### src/core/ims_pkg.sv
// Package of constants for the input card mode sequencer
package ims_pkg;

  // ==========================================================
  // APB register map
  localparam int          APB_AW       = 8;
  localparam logic [7:0]  OFF_CTRL     = 8'h00;  // Control word (write), mode bits (read)
  localparam logic [7:0]  OFF_ADDR     = 8'h04;  // Address word (write), last slot (read)
  localparam logic [7:0]  OFF_STATUS   = 8'h08;  // Sequencer status (read)
  localparam logic [7:0]  OFF_RETDATA  = 8'h0C;  // Octal return data word (read)
  localparam logic [7:0]  OFF_POLL     = 8'h10;  // Serial poll status byte (read, clears request)

  // ==========================================================
  // Control word fields
  localparam int          CTRL_W       = 5;
  localparam int          BIT_SYSOE    = 0;      // system_output_enable
  localparam int          BIT_INSEL    = 1;      // input_select
  localparam int          BIT_TIMING   = 2;      // timing_mode_enable
  localparam int          BIT_INTMODE  = 3;      // interrupt_mode_enable
  localparam int          BIT_DTE      = 4;      // data_transfer_enable
  localparam logic [4:0]  CTRL_RESET   = 5'h00;

  // ==========================================================
  // Address word fields
  localparam int          SLOT_W       = 4;
  localparam int          GATE_LSB     = 8;
  localparam int          GATE_W       = 2;
  localparam logic [1:0]  GATE_NONE    = 2'h0;
  localparam logic [1:0]  GATE_T       = 2'h1;   // Start timed transfer or arm
  localparam logic [1:0]  GATE_X       = 2'h2;   // Terminate gate

  // ==========================================================
  // Card data and return word
  localparam int          CARD_W       = 12;     // Four octal digits from the card
  localparam int          DIGITS       = 4;
  localparam int          RET_W        = 20;     // Five octal-coded nibbles
  localparam logic [31:0] POLL_MINE    = 32'h0000_0040;  // Status byte 64
  localparam logic [31:0] POLL_OTHER   = 32'h0000_0000;

  // ==========================================================
  // Sequencer states, Gray coded along idle -> gate -> flag
  typedef enum logic [1:0] {
    ST_IDLE = 2'b00,
    ST_GATE = 2'b01,
    ST_FLAG = 2'b11
  } ims_state_t;

endpackage : ims_pkg

### src/core/ims_sequencer.sv
// Input card mode sequencer: control/address words, gate/flag transfer, service request
// ==========================================================
//
// Register access over APB and the register addresses are this design's own decisions.
`timescale 1ns/1ps
`default_nettype none
module ims_sequencer
  import ims_pkg::*;
(
  // Clock and reset
  input  wire logic              mclk,
  input  wire logic              nrst,
  // APB slave
  input  wire logic              psel,
  input  wire logic              penable,
  input  wire logic              pwrite,
  input  wire logic [APB_AW-1:0] paddr,
  input  wire logic [31:0]       pwdata,
  output var  logic [31:0]       prdata,
  output logic                   pready,
  output logic                   pslverr,
  // Card slot interface
  output var  logic [SLOT_W-1:0] cardSlot,
  output var  logic              cardGate,
  output var  logic              cardArm,
  output var  logic              groupArm,
  output var  logic              outputsDisable,
  input  wire logic              cardTransferFlag,
  input  wire logic              cardFresh,
  input  wire logic [CARD_W-1:0] cardData,
  // Bus service request
  output var  logic              serviceRequest
);

  // ==========================================================
  // Declarations
  ims_state_t          state_reg;
  ims_state_t          state_next;
  logic [CTRL_W-1:0]   ctrlWord_reg;
  logic                srq_reg;
  logic                flagPrev_reg;
  logic                freshPrev_reg;
  logic                seenCtrl_reg;
  logic                flagS;
  logic                freshS;
  logic [CARD_W-1:0]   dataS;
  logic [RET_W-1:0]    retWord;
  logic                busy;
  logic                access;
  logic                wrAccess;
  logic                mapped;
  logic                ctrlWr;
  logic                addrWr;
  logic [GATE_W-1:0]   gateCode;
  logic                timedStart;
  logic                armStart;
  logic                directRead;
  logic                terminate;
  logic                flagFall;
  logic                freshRise;
  logic                transferDone;
  logic                retLoad;
  logic                pollRd;
  logic                srqSet;
  logic                timingOn;
  logic                groupOn;

  // ==========================================================
  // Pin synchronisers
  ims_sync #(.W(2)) u_syncFlags (
    .mclk    (mclk),
    .nrst    (nrst),
    .pinIn   ({cardFresh, cardTransferFlag}),
    .syncOut ({freshS, flagS})
  );

  ims_sync #(.W(CARD_W)) u_syncData (
    .mclk    (mclk),
    .nrst    (nrst),
    .pinIn   (cardData),
    .syncOut (dataS)
  );

  // ==========================================================
  // APB decode; zero-wait slave
  assign pready   = 1'b1;
  assign access   = psel && penable;
  assign wrAccess = access && pwrite;
  assign mapped   = (paddr == OFF_CTRL) || (paddr == OFF_ADDR) || (paddr == OFF_STATUS)
                 || (paddr == OFF_RETDATA) || (paddr == OFF_POLL);
  assign pslverr  = access && !mapped;
  assign busy     = (state_reg != ST_IDLE);
  assign gateCode = pwdata[GATE_LSB +: GATE_W];
  assign pollRd   = access && !pwrite && (paddr == OFF_POLL);

  // busy lockout: control words are dropped while waiting for the flag
  assign ctrlWr   = wrAccess && (paddr == OFF_CTRL) && !busy;
  assign addrWr   = wrAccess && (paddr == OFF_ADDR);
  // mode split: only select, timing and interrupt bits steer input handling
  assign timingOn = ctrlWord_reg[BIT_TIMING];
  assign groupOn  = ctrlWord_reg[BIT_TIMING] && ctrlWord_reg[BIT_INTMODE];

  // gate codes: T starts, X ends; other address words are ignored while busy
  assign timedStart = addrWr && !busy && (gateCode == GATE_T) && timingOn;
  assign armStart   = addrWr && !busy && (gateCode == GATE_T) && !timingOn;
  assign terminate  = addrWr && busy && (gateCode == GATE_X);
  // direct read: no T gate with input select set means data returned at once
  assign directRead = addrWr && !busy && (gateCode != GATE_T)
                   && ctrlWord_reg[BIT_INSEL];

  // Flag and fresh-data edges from the synchronised pins
  assign flagFall     = flagPrev_reg && !flagS;
  assign freshRise    = freshS && !freshPrev_reg;
  assign transferDone = (state_reg == ST_FLAG) && flagFall;
  // read path: any completion loads the addressed card's word
  assign retLoad      = directRead || transferDone || terminate;

  // ==========================================================
  // Control word register
  // reset clears modes
  // sticky mode: held until a different control word arrives
  always_ff @(posedge mclk or negedge nrst) begin
    if (!nrst) begin
      ctrlWord_reg <= CTRL_RESET;
    end else if (ctrlWr) begin
      ctrlWord_reg <= pwdata[CTRL_W-1:0];
    end
  end

  // output disable follows system enable bit of each control word; reset leaves it clear (outputs enabled)
  always_ff @(posedge mclk or negedge nrst) begin
    if (!nrst) begin
      outputsDisable <= 1'b0;
    end else if (ctrlWr) begin
      outputsDisable <= !pwdata[BIT_SYSOE];
    end
  end

  // group arming while timing and interrupt modes are both on
  always_ff @(posedge mclk or negedge nrst) begin
    if (!nrst) begin
      groupArm <= 1'b0;
    end else begin
      groupArm <= groupOn;
    end
  end

  // Helper for the reset assertion: a control word has been seen
  always_ff @(posedge mclk or negedge nrst) begin
    if (!nrst) begin
      seenCtrl_reg <= 1'b0;
    end else if (ctrlWr) begin
      seenCtrl_reg <= 1'b1;
    end
  end

  // ==========================================================
  // Slot latch and single-cycle arm strobe for individual arming
  always_ff @(posedge mclk or negedge nrst) begin
    if (!nrst) begin
      cardSlot <= '0;
    end else if (addrWr && !busy) begin
      cardSlot <= pwdata[SLOT_W-1:0];
    end
  end

  always_ff @(posedge mclk or negedge nrst) begin
    if (!nrst) begin
      cardArm <= 1'b0;
    end else begin
      cardArm <= armStart;
    end
  end

  // ==========================================================
  // Gate/flag sequencer
  // timed transfer: gate until flag rises, complete on its fall
  always_comb begin
    state_next = state_reg;
    unique case (state_reg)
      ST_IDLE: begin
        if (timedStart) state_next = ST_GATE;
      end
      ST_GATE: begin
        if (terminate) state_next = ST_IDLE;
        else if (flagS) state_next = ST_FLAG;
      end
      ST_FLAG: begin
        if (terminate || flagFall) state_next = ST_IDLE;
      end
      default: state_next = ST_IDLE;
    endcase
  end

  // terminate: X drops the gate and returns to idle
  always_ff @(posedge mclk or negedge nrst) begin
    if (!nrst) begin
      state_reg <= ST_IDLE;
    end else begin
      state_reg <= state_next;
    end
  end

  always_ff @(posedge mclk or negedge nrst) begin
    if (!nrst) begin
      cardGate <= 1'b0;
    end else begin
      cardGate <= (state_next == ST_GATE);
    end
  end

  // Edge history for flag and fresh-data lines
  always_ff @(posedge mclk or negedge nrst) begin
    if (!nrst) begin
      flagPrev_reg  <= 1'b0;
      freshPrev_reg <= 1'b0;
    end else begin
      flagPrev_reg  <= flagS;
      freshPrev_reg <= freshS;
    end
  end

  // ==========================================================
  // Service request
  // control word with timing mode requests service itself
  // trailing flag edge in timing mode requests service
  // fresh-data rise or flag fall in armed group requests service while idle
  // no other source raises the request
  assign srqSet = (ctrlWr && pwdata[BIT_TIMING])
               || (transferDone && timingOn)
               || (groupOn && !busy && (freshRise || flagFall));

  // poll release; a new event in the same cycle wins over the clear
  always_ff @(posedge mclk or negedge nrst) begin
    if (!nrst) begin
      srq_reg <= 1'b0;
    end else if (srqSet) begin
      srq_reg <= 1'b1;
    end else if (pollRd) begin
      srq_reg <= 1'b0;
    end
  end

  assign serviceRequest = srq_reg;

  // ==========================================================
  // Return word: octal coding, request digit
  ims_octal_word u_retWord (
    .mclk      (mclk),
    .nrst      (nrst),
    .load      (retLoad),
    .rawData   (dataS),
    .freshData (freshS),
    .retWord   (retWord)
  );

  // ==========================================================
  // Read data, captured in the setup phase so it stands during access
  // poll byte is 64 only when this device asked for service
  always_ff @(posedge mclk or negedge nrst) begin
    if (!nrst) begin
      prdata <= '0;
    end else if (psel && !penable && !pwrite) begin
      unique case (paddr)
        OFF_CTRL:    prdata <= {{(32-CTRL_W){1'b0}}, ctrlWord_reg};
        OFF_ADDR:    prdata <= {{(32-SLOT_W){1'b0}}, cardSlot};
        OFF_STATUS:  prdata <= {28'h0000000, groupArm, cardGate, srq_reg, busy};
        OFF_RETDATA: prdata <= {{(32-RET_W){1'b0}}, retWord};
        OFF_POLL:    prdata <= srq_reg ? POLL_MINE : POLL_OTHER;
        default:     prdata <= '0;
      endcase
    end
  end
endmodule // ims_sequencer
`default_nettype wire

### src/core/ims_sync.sv
// Three-stage pin synchroniser with agreement filter
`timescale 1ns/1ps
`default_nettype none
module ims_sync #(
  parameter int W = 1
) (
  // Clock and reset
  input  wire logic         mclk,
  input  wire logic         nrst,
  // Pin side and clean side
  input  wire logic [W-1:0] pinIn,
  output var  logic [W-1:0] syncOut
);

  logic [W-1:0] s1_reg;
  logic [W-1:0] s2_reg;
  logic [W-1:0] s3_reg;

  // ==========================================================
  // Shift chain; first stage feeds only the second
  always_ff @(posedge mclk or negedge nrst) begin
    if (!nrst) begin
      s1_reg <= '0;
      s2_reg <= '0;
      s3_reg <= '0;
    end else begin
      s1_reg <= pinIn;
      s2_reg <= s1_reg;
      s3_reg <= s2_reg;
    end
  end

  // Accept a new value only once the last two stages agree
  always_ff @(posedge mclk or negedge nrst) begin
    if (!nrst) begin
      syncOut <= '0;
    end else if (s2_reg == s3_reg) begin
      syncOut <= s3_reg;
    end
  end

endmodule // ims_sync
`default_nettype wire

### src/core/ims_octal_word.sv
// Octal-coded return word register with interrupt-request digit
`timescale 1ns/1ps
`default_nettype none
module ims_octal_word
  import ims_pkg::*;
(
  // Clock and reset
  input  wire logic              mclk,
  input  wire logic              nrst,
  // Load request with raw card value
  input  wire logic              load,
  input  wire logic [CARD_W-1:0] rawData,
  input  wire logic              freshData,
  // Registered return word
  output var  logic [RET_W-1:0]  retWord
);

  logic [RET_W-1:0] coded;

  // Each octal digit sits in its own nibble; the top nibble holds the request digit
  always_comb begin
    coded = '0;
    for (int i = 0; i < DIGITS; i++) begin
      coded[4*i +: 4] = {1'b0, rawData[3*i +: 3]};
    end
    coded[4*DIGITS +: 4] = {3'b000, freshData};
  end

  // Word holds until the next read of a card
  always_ff @(posedge mclk or negedge nrst) begin
    if (!nrst) begin
      retWord <= '0;
    end else if (load) begin
      retWord <= coded;
    end
  end

endmodule // ims_octal_word
`default_nettype wire

### config.mk
export PLATFORM = sky130hd
export DESIGN_NAME = ims_sequencer
export DESIGN_NICKNAME = d
export VERILOG_FILES = /design/src/core/ims_pkg.sv /design/src/core/ims_sequencer.sv /design/src/core/ims_sync.sv /design/src/core/ims_octal_word.sv
export SDC_FILE = /design/constraint.sdc
export NUM_CORES = 1
export LEC_CHECK = 0
export BUFFER_PORTS_ARGS = -buffer_cell sky130_fd_sc_hd__buf_2
export CORE_ASPECT_RATIO = 0.75
export CORE_MARGIN = 2
export CORE_UTILIZATION = 55
export DETAILED_ROUTE_END_ITERATION = 6
export PLACE_DENSITY = 0.91
export SLEW_MARGIN = 20
export SYNTH_ARGS = -nofsm -noshare
export SYNTH_HDL_FRONTEND = slang
export SYNTH_HIERARCHICAL = 1
export SYNTH_SLANG_ARGS = --single-unit
### constraint.sdc
create_clock -name mclk -period 4.5 [get_ports mclk]
set_input_delay 0.675 -clock mclk [delete_from_list [all_inputs] [get_ports mclk]]
set_output_delay 0.675 -clock mclk [all_outputs]
set_load 0.01 [all_outputs]
### Word-level counts from Yosys, hierarchy flattened

Cells that the tools add are included.

| word-level totals | value |
|---|---|
| flip-flop bits (word level) | 119 |
| bits of input ports | 59 |
| output and inout bits | 43 |
| logic and storage cells | 89 |

| cells by class | value |
|---|---|
| eq/ne operators | 12 |
| mux-type cells | 9 |
| reduce and logical (&&, ||, !) cells | 48 |

Operators by type and width:

| operator | count |
|---|---|
| $pmux 32 s5 | 1 |
| $logic_and 1x1->1 | 26 |
| $eq 8x4->1 const B | 2 |
| $eq 12x12->1 | 1 |
| $logic_or 1x1->1 | 10 |
| $eq 8x3->1 const B | 1 |
| $eq 8x5->1 const B | 1 |
| $logic_not 1->1 | 8 |
| $logic_not 8->1 | 1 |
| $mux 2 | 4 |
| $mux 7 | 1 |
| $eq 2x1->1 const B | 3 |
| $pmux 2 s3 | 1 |
| $eq 2x2->1 const B | 2 |
| $reduce_bool 2->1 | 2 |
| $eq 2x2->1 | 1 |
| $logic_not 2->1 | 1 |
| $mux 1 | 2 |
| $ne 2x1->1 const B | 1 |

### Longest topological paths before layout

Gate-level depths: netlist of the first run.

| depth | value |
|---|---|
| depth in word-level cells | 9 |
| gate-level depth with buffers | 8 |
| mapped depth without buffers | 6 |

### Cells and area by module

Netlist of the first run, hierarchy kept.

Modules (own cells, without submodules):

| module | instances | cells each | area each (µm²) |
|---|---|---|---|
| ims_sequencer | 1 | 150 | 1769.2 |
| ims_sync (u_syncData) | 1 | 77 | 1476.4 |
| ims_octal_word | 1 | 35 | 576.8 |
| ims_sync (u_syncFlags) | 1 | 16 | 250.2 |

### Worst setup path after synthesis of the first run

OpenSTA, ideal clock, no wires.

| path | value |
|---|---|
| path kind | input port to flip-flop |
| start point | input paddr[5] |
| end point | register u_retWord.retWord[10] |
| setup time | 0.125 ns |
| arrival time | 2.816 ns |
| required time | 4.375 ns |
| setup slack | 1.559 ns |
| stages on the path | 8 |
| buffers on the path | 2 |
| cells stage by stage | or3_1 or4_1 buf_2 nor3_1 a21oi_1 o21ai_0 buf_6 mux2_4 |

| on the way | value |
|---|---|
| word-level cells in the longest chain between the ends | 7 |

RTL lines:

| element | RTL line | text |
|---|---|---|
| start: declaration | ims_sequencer.sv:17 | `input wire logic [APB_AW-1:0] paddr,` |
| $eq 8x3->1 * | ims_sequencer.sv:98 | `assign addrWr = wrAccess && (paddr == OFF_ADDR);` |
| $logic_and 1x1->1 * | ims_sequencer.sv:98 |  |
| $logic_and 1x1->1 (2 in a row) | ims_sequencer.sv:108 | `assign directRead = addrWr && !busy && (gateCode != GATE_T)` |
| $logic_and 1x1->1 | ims_sequencer.sv:109 | `&& ctrlWord_reg[BIT_INSEL];` |
| $logic_or 1x1->1 | ims_sequencer.sv:116 | `assign retLoad = directRead \|\| transferDone \|\| terminate;` |
| $logic_or 1x1->1 * | ims_sequencer.sv:116 |  |
| net retLoad | ims_sequencer.sv:62 | `logic retLoad;` |
| end signal: assignment | ims_octal_word.sv:34 | `retWord <= coded;` |
| end: declaration | ims_octal_word.sv:15 | `output var logic [RET_W-1:0] retWord` |

The timed path passes the listed nets; every way through them passes the cells marked *.
A chain may end at the register's enable or synchronous reset.

### Final worst setup path of the first run

| path | value |
|---|---|
| start point | input paddr[5] |
| end point | register u_retWord.retWord[16] |

Same word-level chain as after synthesis.

==> reports/qor.tcl, run 1 <==
set qor(irDropWorstVdd_mv) 0.250
set qor(max-slew-margin-rel) 0.364
set qor(place_worst_setup_slack_ns) 1.23
set qor(tightestPinTransition_ns) 0.954
set qor(detail_route.vias_per_cell) 5.12
set qor(synth-seq-cells) 107
set qor(globalRoute.totalOverflow) 0
set qor(synth.area.top_cells) {sky130_fd_sc_hd__dfrtp_1 66%, sky130_fd_sc_hd__mux2_2 6.4%, sky130_fd_sc_hd__a22o_1 3.9%}
set qor(worst_r2r_startpoint) {state_reg[1]$_DFF_PN0_}
set qor(clock.fmax_mhz) 342
set qor(area_of_the_die_um2) 8120
set qor(cts_max_path_buffers) 2
set qor(placementRows) 27
set qor(master_cell_of_the_clock_root_buffer) {sky130_fd_sc_hd__clkbuf_8}
set qor(synth.cells.most_frequent) {107 x sky130_fd_sc_hd__dfrtp_1, 23 x sky130_fd_sc_hd__mux2_2, 20 x sky130_fd_sc_hd__buf_4, 18 x sky130_fd_sc_hd__a22o_1, 14 x sky130_fd_sc_hd__xor2_1}
set qor(area_growth_syn_to_fin_pct) 13.7
set qor(postSynth.asyncResetShare) 1.00
set qor(hold_viol_final) 0
set qor(powerDensity_nw_per_um2) 377
set qor(filler_cell_count) 525
set qor(first_global_vias) 2201
set qor(timing.reg2reg.worst_path_depth) 7
set qor(seq_area_um2) 2680
set qor(detailroute.via_count) 2300
set qor(yosysTopAreaCell) {sky130_fd_sc_hd__dfrtp_1}
set qor(fin_setup_tns_ns) 0
set qor(worstPathArrival_ns) 3.18
set qor(hold_start) {u_syncData/s1_reg[10]$_DFF_PN0_}
set qor(synth_edf_count) 0
set qor(clkSinkCount) 107
set qor(drt_drc_violations_left) 0
set qor(fin_crit_sh) 0.650
set qor(worstPathRequired_ns) 4.75
set qor(drt_first_pass_iters) 4
set qor(cts.htree.levels) 3
set qor(clk_pin_slew_ns) 0.09
set qor(dieWidth_um) 103
set qor(rrSetupSlack_ns) 2.19
set qor(syn-cell-area_um2) 4070
set qor(starting_density_of_the_core) 0.561
set qor(detail_route.wirelength.met1_mm) 2.99
set qor(class_of_the_most_critical_setup_path) {input port to register}
set qor(post_detailed_route_count_of_antenna_violating_nets) 0
set qor(top_regs) {prdata x20, u_retWord/retWord x13}
set qor(postSynthAreaPerCell_um2) 14.6
set qor(timing.max_cap.violations) 0
set qor(static-leakage-power_nw) 2.33
set qor(setup_repair_after_global_routing_missed_its_margin) {false}
set qor(postCtsResizedCells) 0
set qor(cts_hold_bufs) 0
set qor(min_path_cells) 0
set qor(place.detailed.hpwl_mm) 4.80
set qor(worstSetupStartpointType) {input port}
set qor(initial_antenna_violation_count) 0
set qor(met3WireLength_um) 456
set qor(multi_input_area_um2) 1230
set qor(insertion_delay_to_the_later_sink_of_the_worst_skew_pair_ns) 0.37
set qor(io_pins) 102
set qor(drive_above_1_share) 0.351
set qor(drt_first_iter_violations) 73
set qor(globalRouteTotalUtil) 0.180
set qor(synth.yosys.seq_area_share) 0.657
set qor(antenna_cells_inserted) 0
set qor(synth-warning-count) 6
set qor(sort_of_element_at_the_end_of_the_critical_path) {register}
set qor(top_signal_layer_used) {met4}
set qor(worst_hold_path_type) {register to register}
set qor(cts-buffers-inserted) 9
set qor(gp_routability_congestion) 0.866
set qor(synthMostInstantiatedCell) {sky130_fd_sc_hd__dfrtp_1}
set qor(synth_top_area_share) 0.657
set qor(core_area_um2) 7260
set qor(timing.final.ws_setup_ns) 1.57
set qor(top_reg_cell_synth) {sky130_fd_sc_hd__dfrtp_1}
set qor(grt_pass1_wl_mm) 10.9
set qor(largest-register) {prdata}
set qor(slew_viol_final) 0
set qor(largest_register_ffs) 20
set qor(finClkSkew_ns) 0.00737
set qor(fp.dieH_um) 78.5
set qor(fin_nets) 402
set qor(totalWireLength_mm) 6.78
set qor(cts.repair_timing.setup_buffer_count) 0
set qor(avgRoutedWirePerCell_um) 15.1
set qor(met2WireLength_mm) 3.27
set qor(largest_fanout_of_any_net_on_the_critical_path) 13
set qor(min_period_ns) 2.93
set qor(hold-path-endpoint) {u_syncData/s2_reg[10]$_DFF_PN0_}
set qor(port-buffer-count) 63
set qor(cts_tree) {built}
set qor(outcome) {finished clean}
set qor(synthCells) 278
set qor(grt_max_degree) 82
set qor(setup_violations) 0
set qor(worst_r2r_endpoint) {u_retWord/retWord[16]$_DFFE_PN0P_}
set qor(yosysUniqueCellTypes) 37
report_power, final:
part	leakage, nW	switching (W)	total (W)	internal [W]
sequential	1.37	0.0000212	0.00101	0.000991
clock	0.116	0.000326	0.000649	0.000323
combinational	0.846	0.0000532	0.0000846	0.0000315
total	2.33	0.000400	0.00175	0.00135
cell families after synthesis:
group / count (synthesis) / synth area share
flops: 107 / 0.657
simple gates: 43 / 0.0618
mux: 38 / 0.125
compound gates: 37 / 0.0670
buf+inv: 36 / 0.0559
xor+xnor: 14 / 0.0301
other cells: 3 / 0.00276
final cells by class:
type | instances | area share
sequential | 107 | 0.578
multi-input combinational | 152 | 0.266
timing repair buffer | 66 | 0.0735
tap | 101 | 0.0273
clock buffer | 9 | 0.0267
clock inverter | 7 | 0.0230
inverter | 7 | 0.00567
worst max-delay path by stage:
stage               depth (start not counted)                           endpoint  slack, ns     start
floorplan                                   8  u_retWord/retWord[10]$_DFFE_PN0P_       1.56  paddr[5]
global placement                            8  u_retWord/retWord[16]$_DFFE_PN0P_       1.27  paddr[5]
detailed placement                          8  u_retWord/retWord[16]$_DFFE_PN0P_       1.23  paddr[5]
CTS                                         8  u_retWord/retWord[16]$_DFFE_PN0P_       1.61  paddr[5]
global route                                8  u_retWord/retWord[16]$_DFFE_PN0P_       1.48  paddr[5]
finish                                      8  u_retWord/retWord[16]$_DFFE_PN0P_       1.57  paddr[5]
per-layer routing:
| metal | GRT usage | up-vias |
|---|---|---|
| met5 | 0 | - |
| met3 | 0.0588 | 6 |
| met4 | 0.0553 | 0 |
| met1 | 0.238 | 1135 |
| li1 | - | 1074 |
| met2 | 0.285 | 85 |
per-stage QoR:
| step | hold slack, ns | area [um2] | power (W) | cells | utilization |
|---|---|---|---|---|---|
| final | 0.354 | 4630 | 0.00175 | 449 | 0.638 |
| after global routing | 0.361 | 4630 | 0.00183 | 449 | 0.638 |
| after CTS | 0.356 | 4630 | 0.00176 | 449 | 0.638 |
| after detailed placement | 0.335 | 4400 | 0.00112 | 433 | 0.606 |
| after global placement | 0.333 | 4400 | 0.00111 | 433 | 0.606 |
| after floorplan | 0.331 | 4140 | 0.00108 | 295 | - |
cells in the final DEF, fill, tap and decap left out, types with 3 or more instances in the layout:
| cell type | synthesis | routed |
|---|---|---|
| sky130_fd_sc_hd__buf_2 | 2 | 62 |
| sky130_fd_sc_hd__buf_4 | 20 | 4 |
| sky130_fd_sc_hd__o21ai_1 | 2 | 3 |
| sky130_fd_sc_hd__nand3_1 | 3 | 3 |
| sky130_fd_sc_hd__nor2b_1 | 4 | 4 |
| sky130_fd_sc_hd__nand2_1 | 10 | 10 |
| sky130_fd_sc_hd__o31ai_1 | 5 | 5 |
| sky130_fd_sc_hd__a22o_1 | 18 | 18 |
| sky130_fd_sc_hd__dfrtp_1 | 107 | 107 |
| sky130_fd_sc_hd__mux2_4 | 10 | 10 |
| sky130_fd_sc_hd__mux2_2 | 23 | 23 |
| sky130_fd_sc_hd__conb_1 | 3 | 20 |
| sky130_fd_sc_hd__nor2_1 | 6 | 6 |
| sky130_fd_sc_hd__o21ai_0 | 4 | 3 |
| sky130_fd_sc_hd__inv_1 | 7 | 7 |
| sky130_fd_sc_hd__mux4_2 | 4 | 4 |
| sky130_fd_sc_hd__xor2_1 | 14 | 14 |
| sky130_fd_sc_hd__clkbuf_8 | 0 | 9 |
| sky130_fd_sc_hd__nor4_1 | 3 | 3 |
| sky130_fd_sc_hd__a21oi_1 | 5 | 5 |
worst max-delay path, stage by stage:
cell and delay [ns]:
sky130_fd_sc_hd__buf_2 0.10, sky130_fd_sc_hd__or3_1 0.38, sky130_fd_sc_hd__or4_1 0.58, sky130_fd_sc_hd__nor2_1 0.56
sky130_fd_sc_hd__a22oi_1 0.13, sky130_fd_sc_hd__o21ai_1 0.12, sky130_fd_sc_hd__buf_4 0.27, sky130_fd_sc_hd__mux2_2 0.37
Note: power is estimated with default switching activity, not from simulation.
==> run 2: changes to the inputs <==
- CORE_UTILIZATION: 55 -> 53
- PLACE_DENSITY: 0.91 -> 0.89
- clock period: 4.5 -> 2.9 ns (I/O delays scaled with it)
==> run 2 against run 1 <==
Effect of this change: critical path depth did not move; register-to-register slack got worse by 1.2 ns; cell count rose by 0.67%.
==> reports/qor.tcl, run 2 (synthesis gave the netlist of run 1 again) <==
set qor(final_cell_mix) {107 x sky130_fd_sc_hd__dfrtp_1, 62 x sky130_fd_sc_hd__buf_2, 23 x sky130_fd_sc_hd__mux2_2, 20 x sky130_fd_sc_hd__conb_1, 18 x sky130_fd_sc_hd__a22o_1}
set qor(grt_pass1_wl_mm) 11.1
set qor(detail_route.vias_per_cell) 5.00
set qor(worst_setup_path_startpoint) {paddr[5]}
set qor(worst_r2r_startpoint) {state_reg[1]$_DFF_PN0_}
set qor(timing.reg2reg.worst_path_depth) 7
set qor(sort_of_element_at_the_end_of_the_critical_path) {register}
set qor(setup_repair_after_global_routing_missed_its_margin) {false}
set qor(min_path_cells) 1
set qor(area_of_the_die_um2) 8410
set qor(fp.dieH_um) 79.9
set qor(core_area_um2) 7400
set qor(placementRows) 27
set qor(hold_start) {cardData[9]}
set qor(dieWidth_um) 105
set qor(design_power_total_w) 0.00260
set qor(master_cell_of_the_clock_root_buffer) {sky130_fd_sc_hd__clkbuf_8}
set qor(cts.htree.levels) 3
set qor(clk_pin_slew_ns) 0.11
set qor(top_regs) {prdata x20, u_retWord/retWord x13}
set qor(antenna_cells_inserted) 0
set qor(worstPathRequired_ns) 3.15
set qor(hold_viol_final) 0
set qor(drive_above_1_share) 0.356
set qor(largest-register) {prdata}
set qor(gp_routability_congestion) 0.886
set qor(setup_violations) 0
set qor(starting_density_of_the_core) 0.550
set qor(outcome) {finished clean}
set qor(clock.fmax_mhz) 420
set qor(cts.repair_timing.setup_buffer_count) 0
set qor(tightestPinTransition_ns) 0.937
set qor(hold-path-endpoint) {u_syncData/s1_reg[9]$_DFF_PN0_}
set qor(postCtsResizedCells) 0
set qor(insertion_delay_to_the_later_sink_of_the_worst_skew_pair_ns) 0.37
set qor(rrSetupSlack_ns) 0.95
set qor(cts-buffers-inserted) 9
set qor(worstPathArrival_ns) 2.63
set qor(slew_viol_final) 0
set qor(static-leakage-power_nw) 2.34
set qor(cts_hold_bufs) 0
set qor(largest_fanout_of_any_net_on_the_critical_path) 13
set qor(irDropWorstVdd_mv) 0.343
set qor(fin_setup_tns_ns) 0
set qor(post_detailed_route_count_of_antenna_violating_nets) 0
set qor(largest_register_ffs) 20
set qor(worstSetupStartpointType) {input port}
set qor(avgRoutedWirePerCell_um) 14.1
set qor(max-slew-margin-rel) 0.375
set qor(fin_nets) 405
set qor(cts_max_path_buffers) 2
set qor(powerDensity_nw_per_um2) 559
set qor(cts_tree) {built}
set qor(fin_crit_sh) 0.821
set qor(totalWireLength_mm) 6.38
set qor(globalRouteTotalUtil) 0.173
set qor(worst_r2r_endpoint) {u_retWord/retWord[16]$_DFFE_PN0P_}
set qor(first_global_vias) 2206
set qor(clkSinkCount) 107
set qor(class_of_the_most_critical_setup_path) {input port to register}
set qor(worst_hold_path_type) {input port to register}
set qor(finClkSkew_ns) 0.0124
set qor(globalRoute.totalOverflow) 0
set qor(timing.max_cap.violations) 0
set qor(place.detailed.hpwl_mm) 4.57
set qor(port-buffer-count) 63
set qor(drt_first_iter_violations) 128
set qor(grt_max_degree) 78
set qor(detailroute.via_count) 2258
set qor(min_period_ns) 2.38
set qor(area_growth_syn_to_fin_pct) 14.2
set qor(io_pins) 102
set qor(initial_antenna_violation_count) 0
set qor(drt_first_pass_iters) 4
set qor(mostFrequentLayoutCell) {sky130_fd_sc_hd__dfrtp_1}
set qor(drt_drc_violations_left) 0
-- run 2: power breakdown --
group / internal [W] / switching (W)
Combinational: 0.0000499 / 0.0000805
Clock: 0.000352 / 0.000549
Sequential: 0.00154 / 0.0000315
Total: 0.00194 / 0.000661
-- run 2: metal layers --
metal / track usage / share of wire
met5: 0 / 0
met4: 0.0600 / 0.013
met3: 0.0498 / 0.065
met2: 0.254 / 0.44
met1: 0.249 / 0.49
-- run 2: worst max path at each step --
| stage | end |
|---|---|
| final | u_retWord/retWord[16]$_DFFE_PN0P_ |
| after global routing | u_retWord/retWord[16]$_DFFE_PN0P_ |
| after CTS | u_retWord/retWord[16]$_DFFE_PN0P_ |
| after detailed placement | u_retWord/retWord[13]$_DFFE_PN0P_ |
| after global placement | u_retWord/retWord[13]$_DFFE_PN0P_ |
| after floorplan | u_retWord/retWord[10]$_DFFE_PN0P_ |
-- run 2: area by class of cell --
cell class / count / area [um2]
clock buffer: 9 / 124
inverter: 7 / 26.3
tap: 101 / 126
clock inverter: 7 / 88.8
timing repair buffer: 69 / 375
fill: 563 / 2750
sequential: 107 / 2680
multi-input combinational: 152 / 1230
-- run 2: critical path, cell delays in order --
cell                      delay, ns
sky130_fd_sc_hd__buf_2         0.09
sky130_fd_sc_hd__or3_1         0.37
sky130_fd_sc_hd__or4_1         0.47
sky130_fd_sc_hd__nor3_1        0.41
sky130_fd_sc_hd__a21oi_1       0.08
sky130_fd_sc_hd__o21ai_1       0.23
sky130_fd_sc_hd__buf_12        0.20
sky130_fd_sc_hd__mux2_2        0.34
-- run 2: stage by stage --
stage	setup slack, ns	util	std cells	hold WS [ns]	instance area [um2]
floorplan	0.199	-	295	0.139	4140
global placement	0.207	0.600	436	0.333	4440
detailed placement	0.174	0.600	436	0.335	4440
CTS	0.544	0.628	452	0.137	4650
global route	0.445	0.628	452	0.122	4650
finish	0.520	0.628	452	0.157	4650
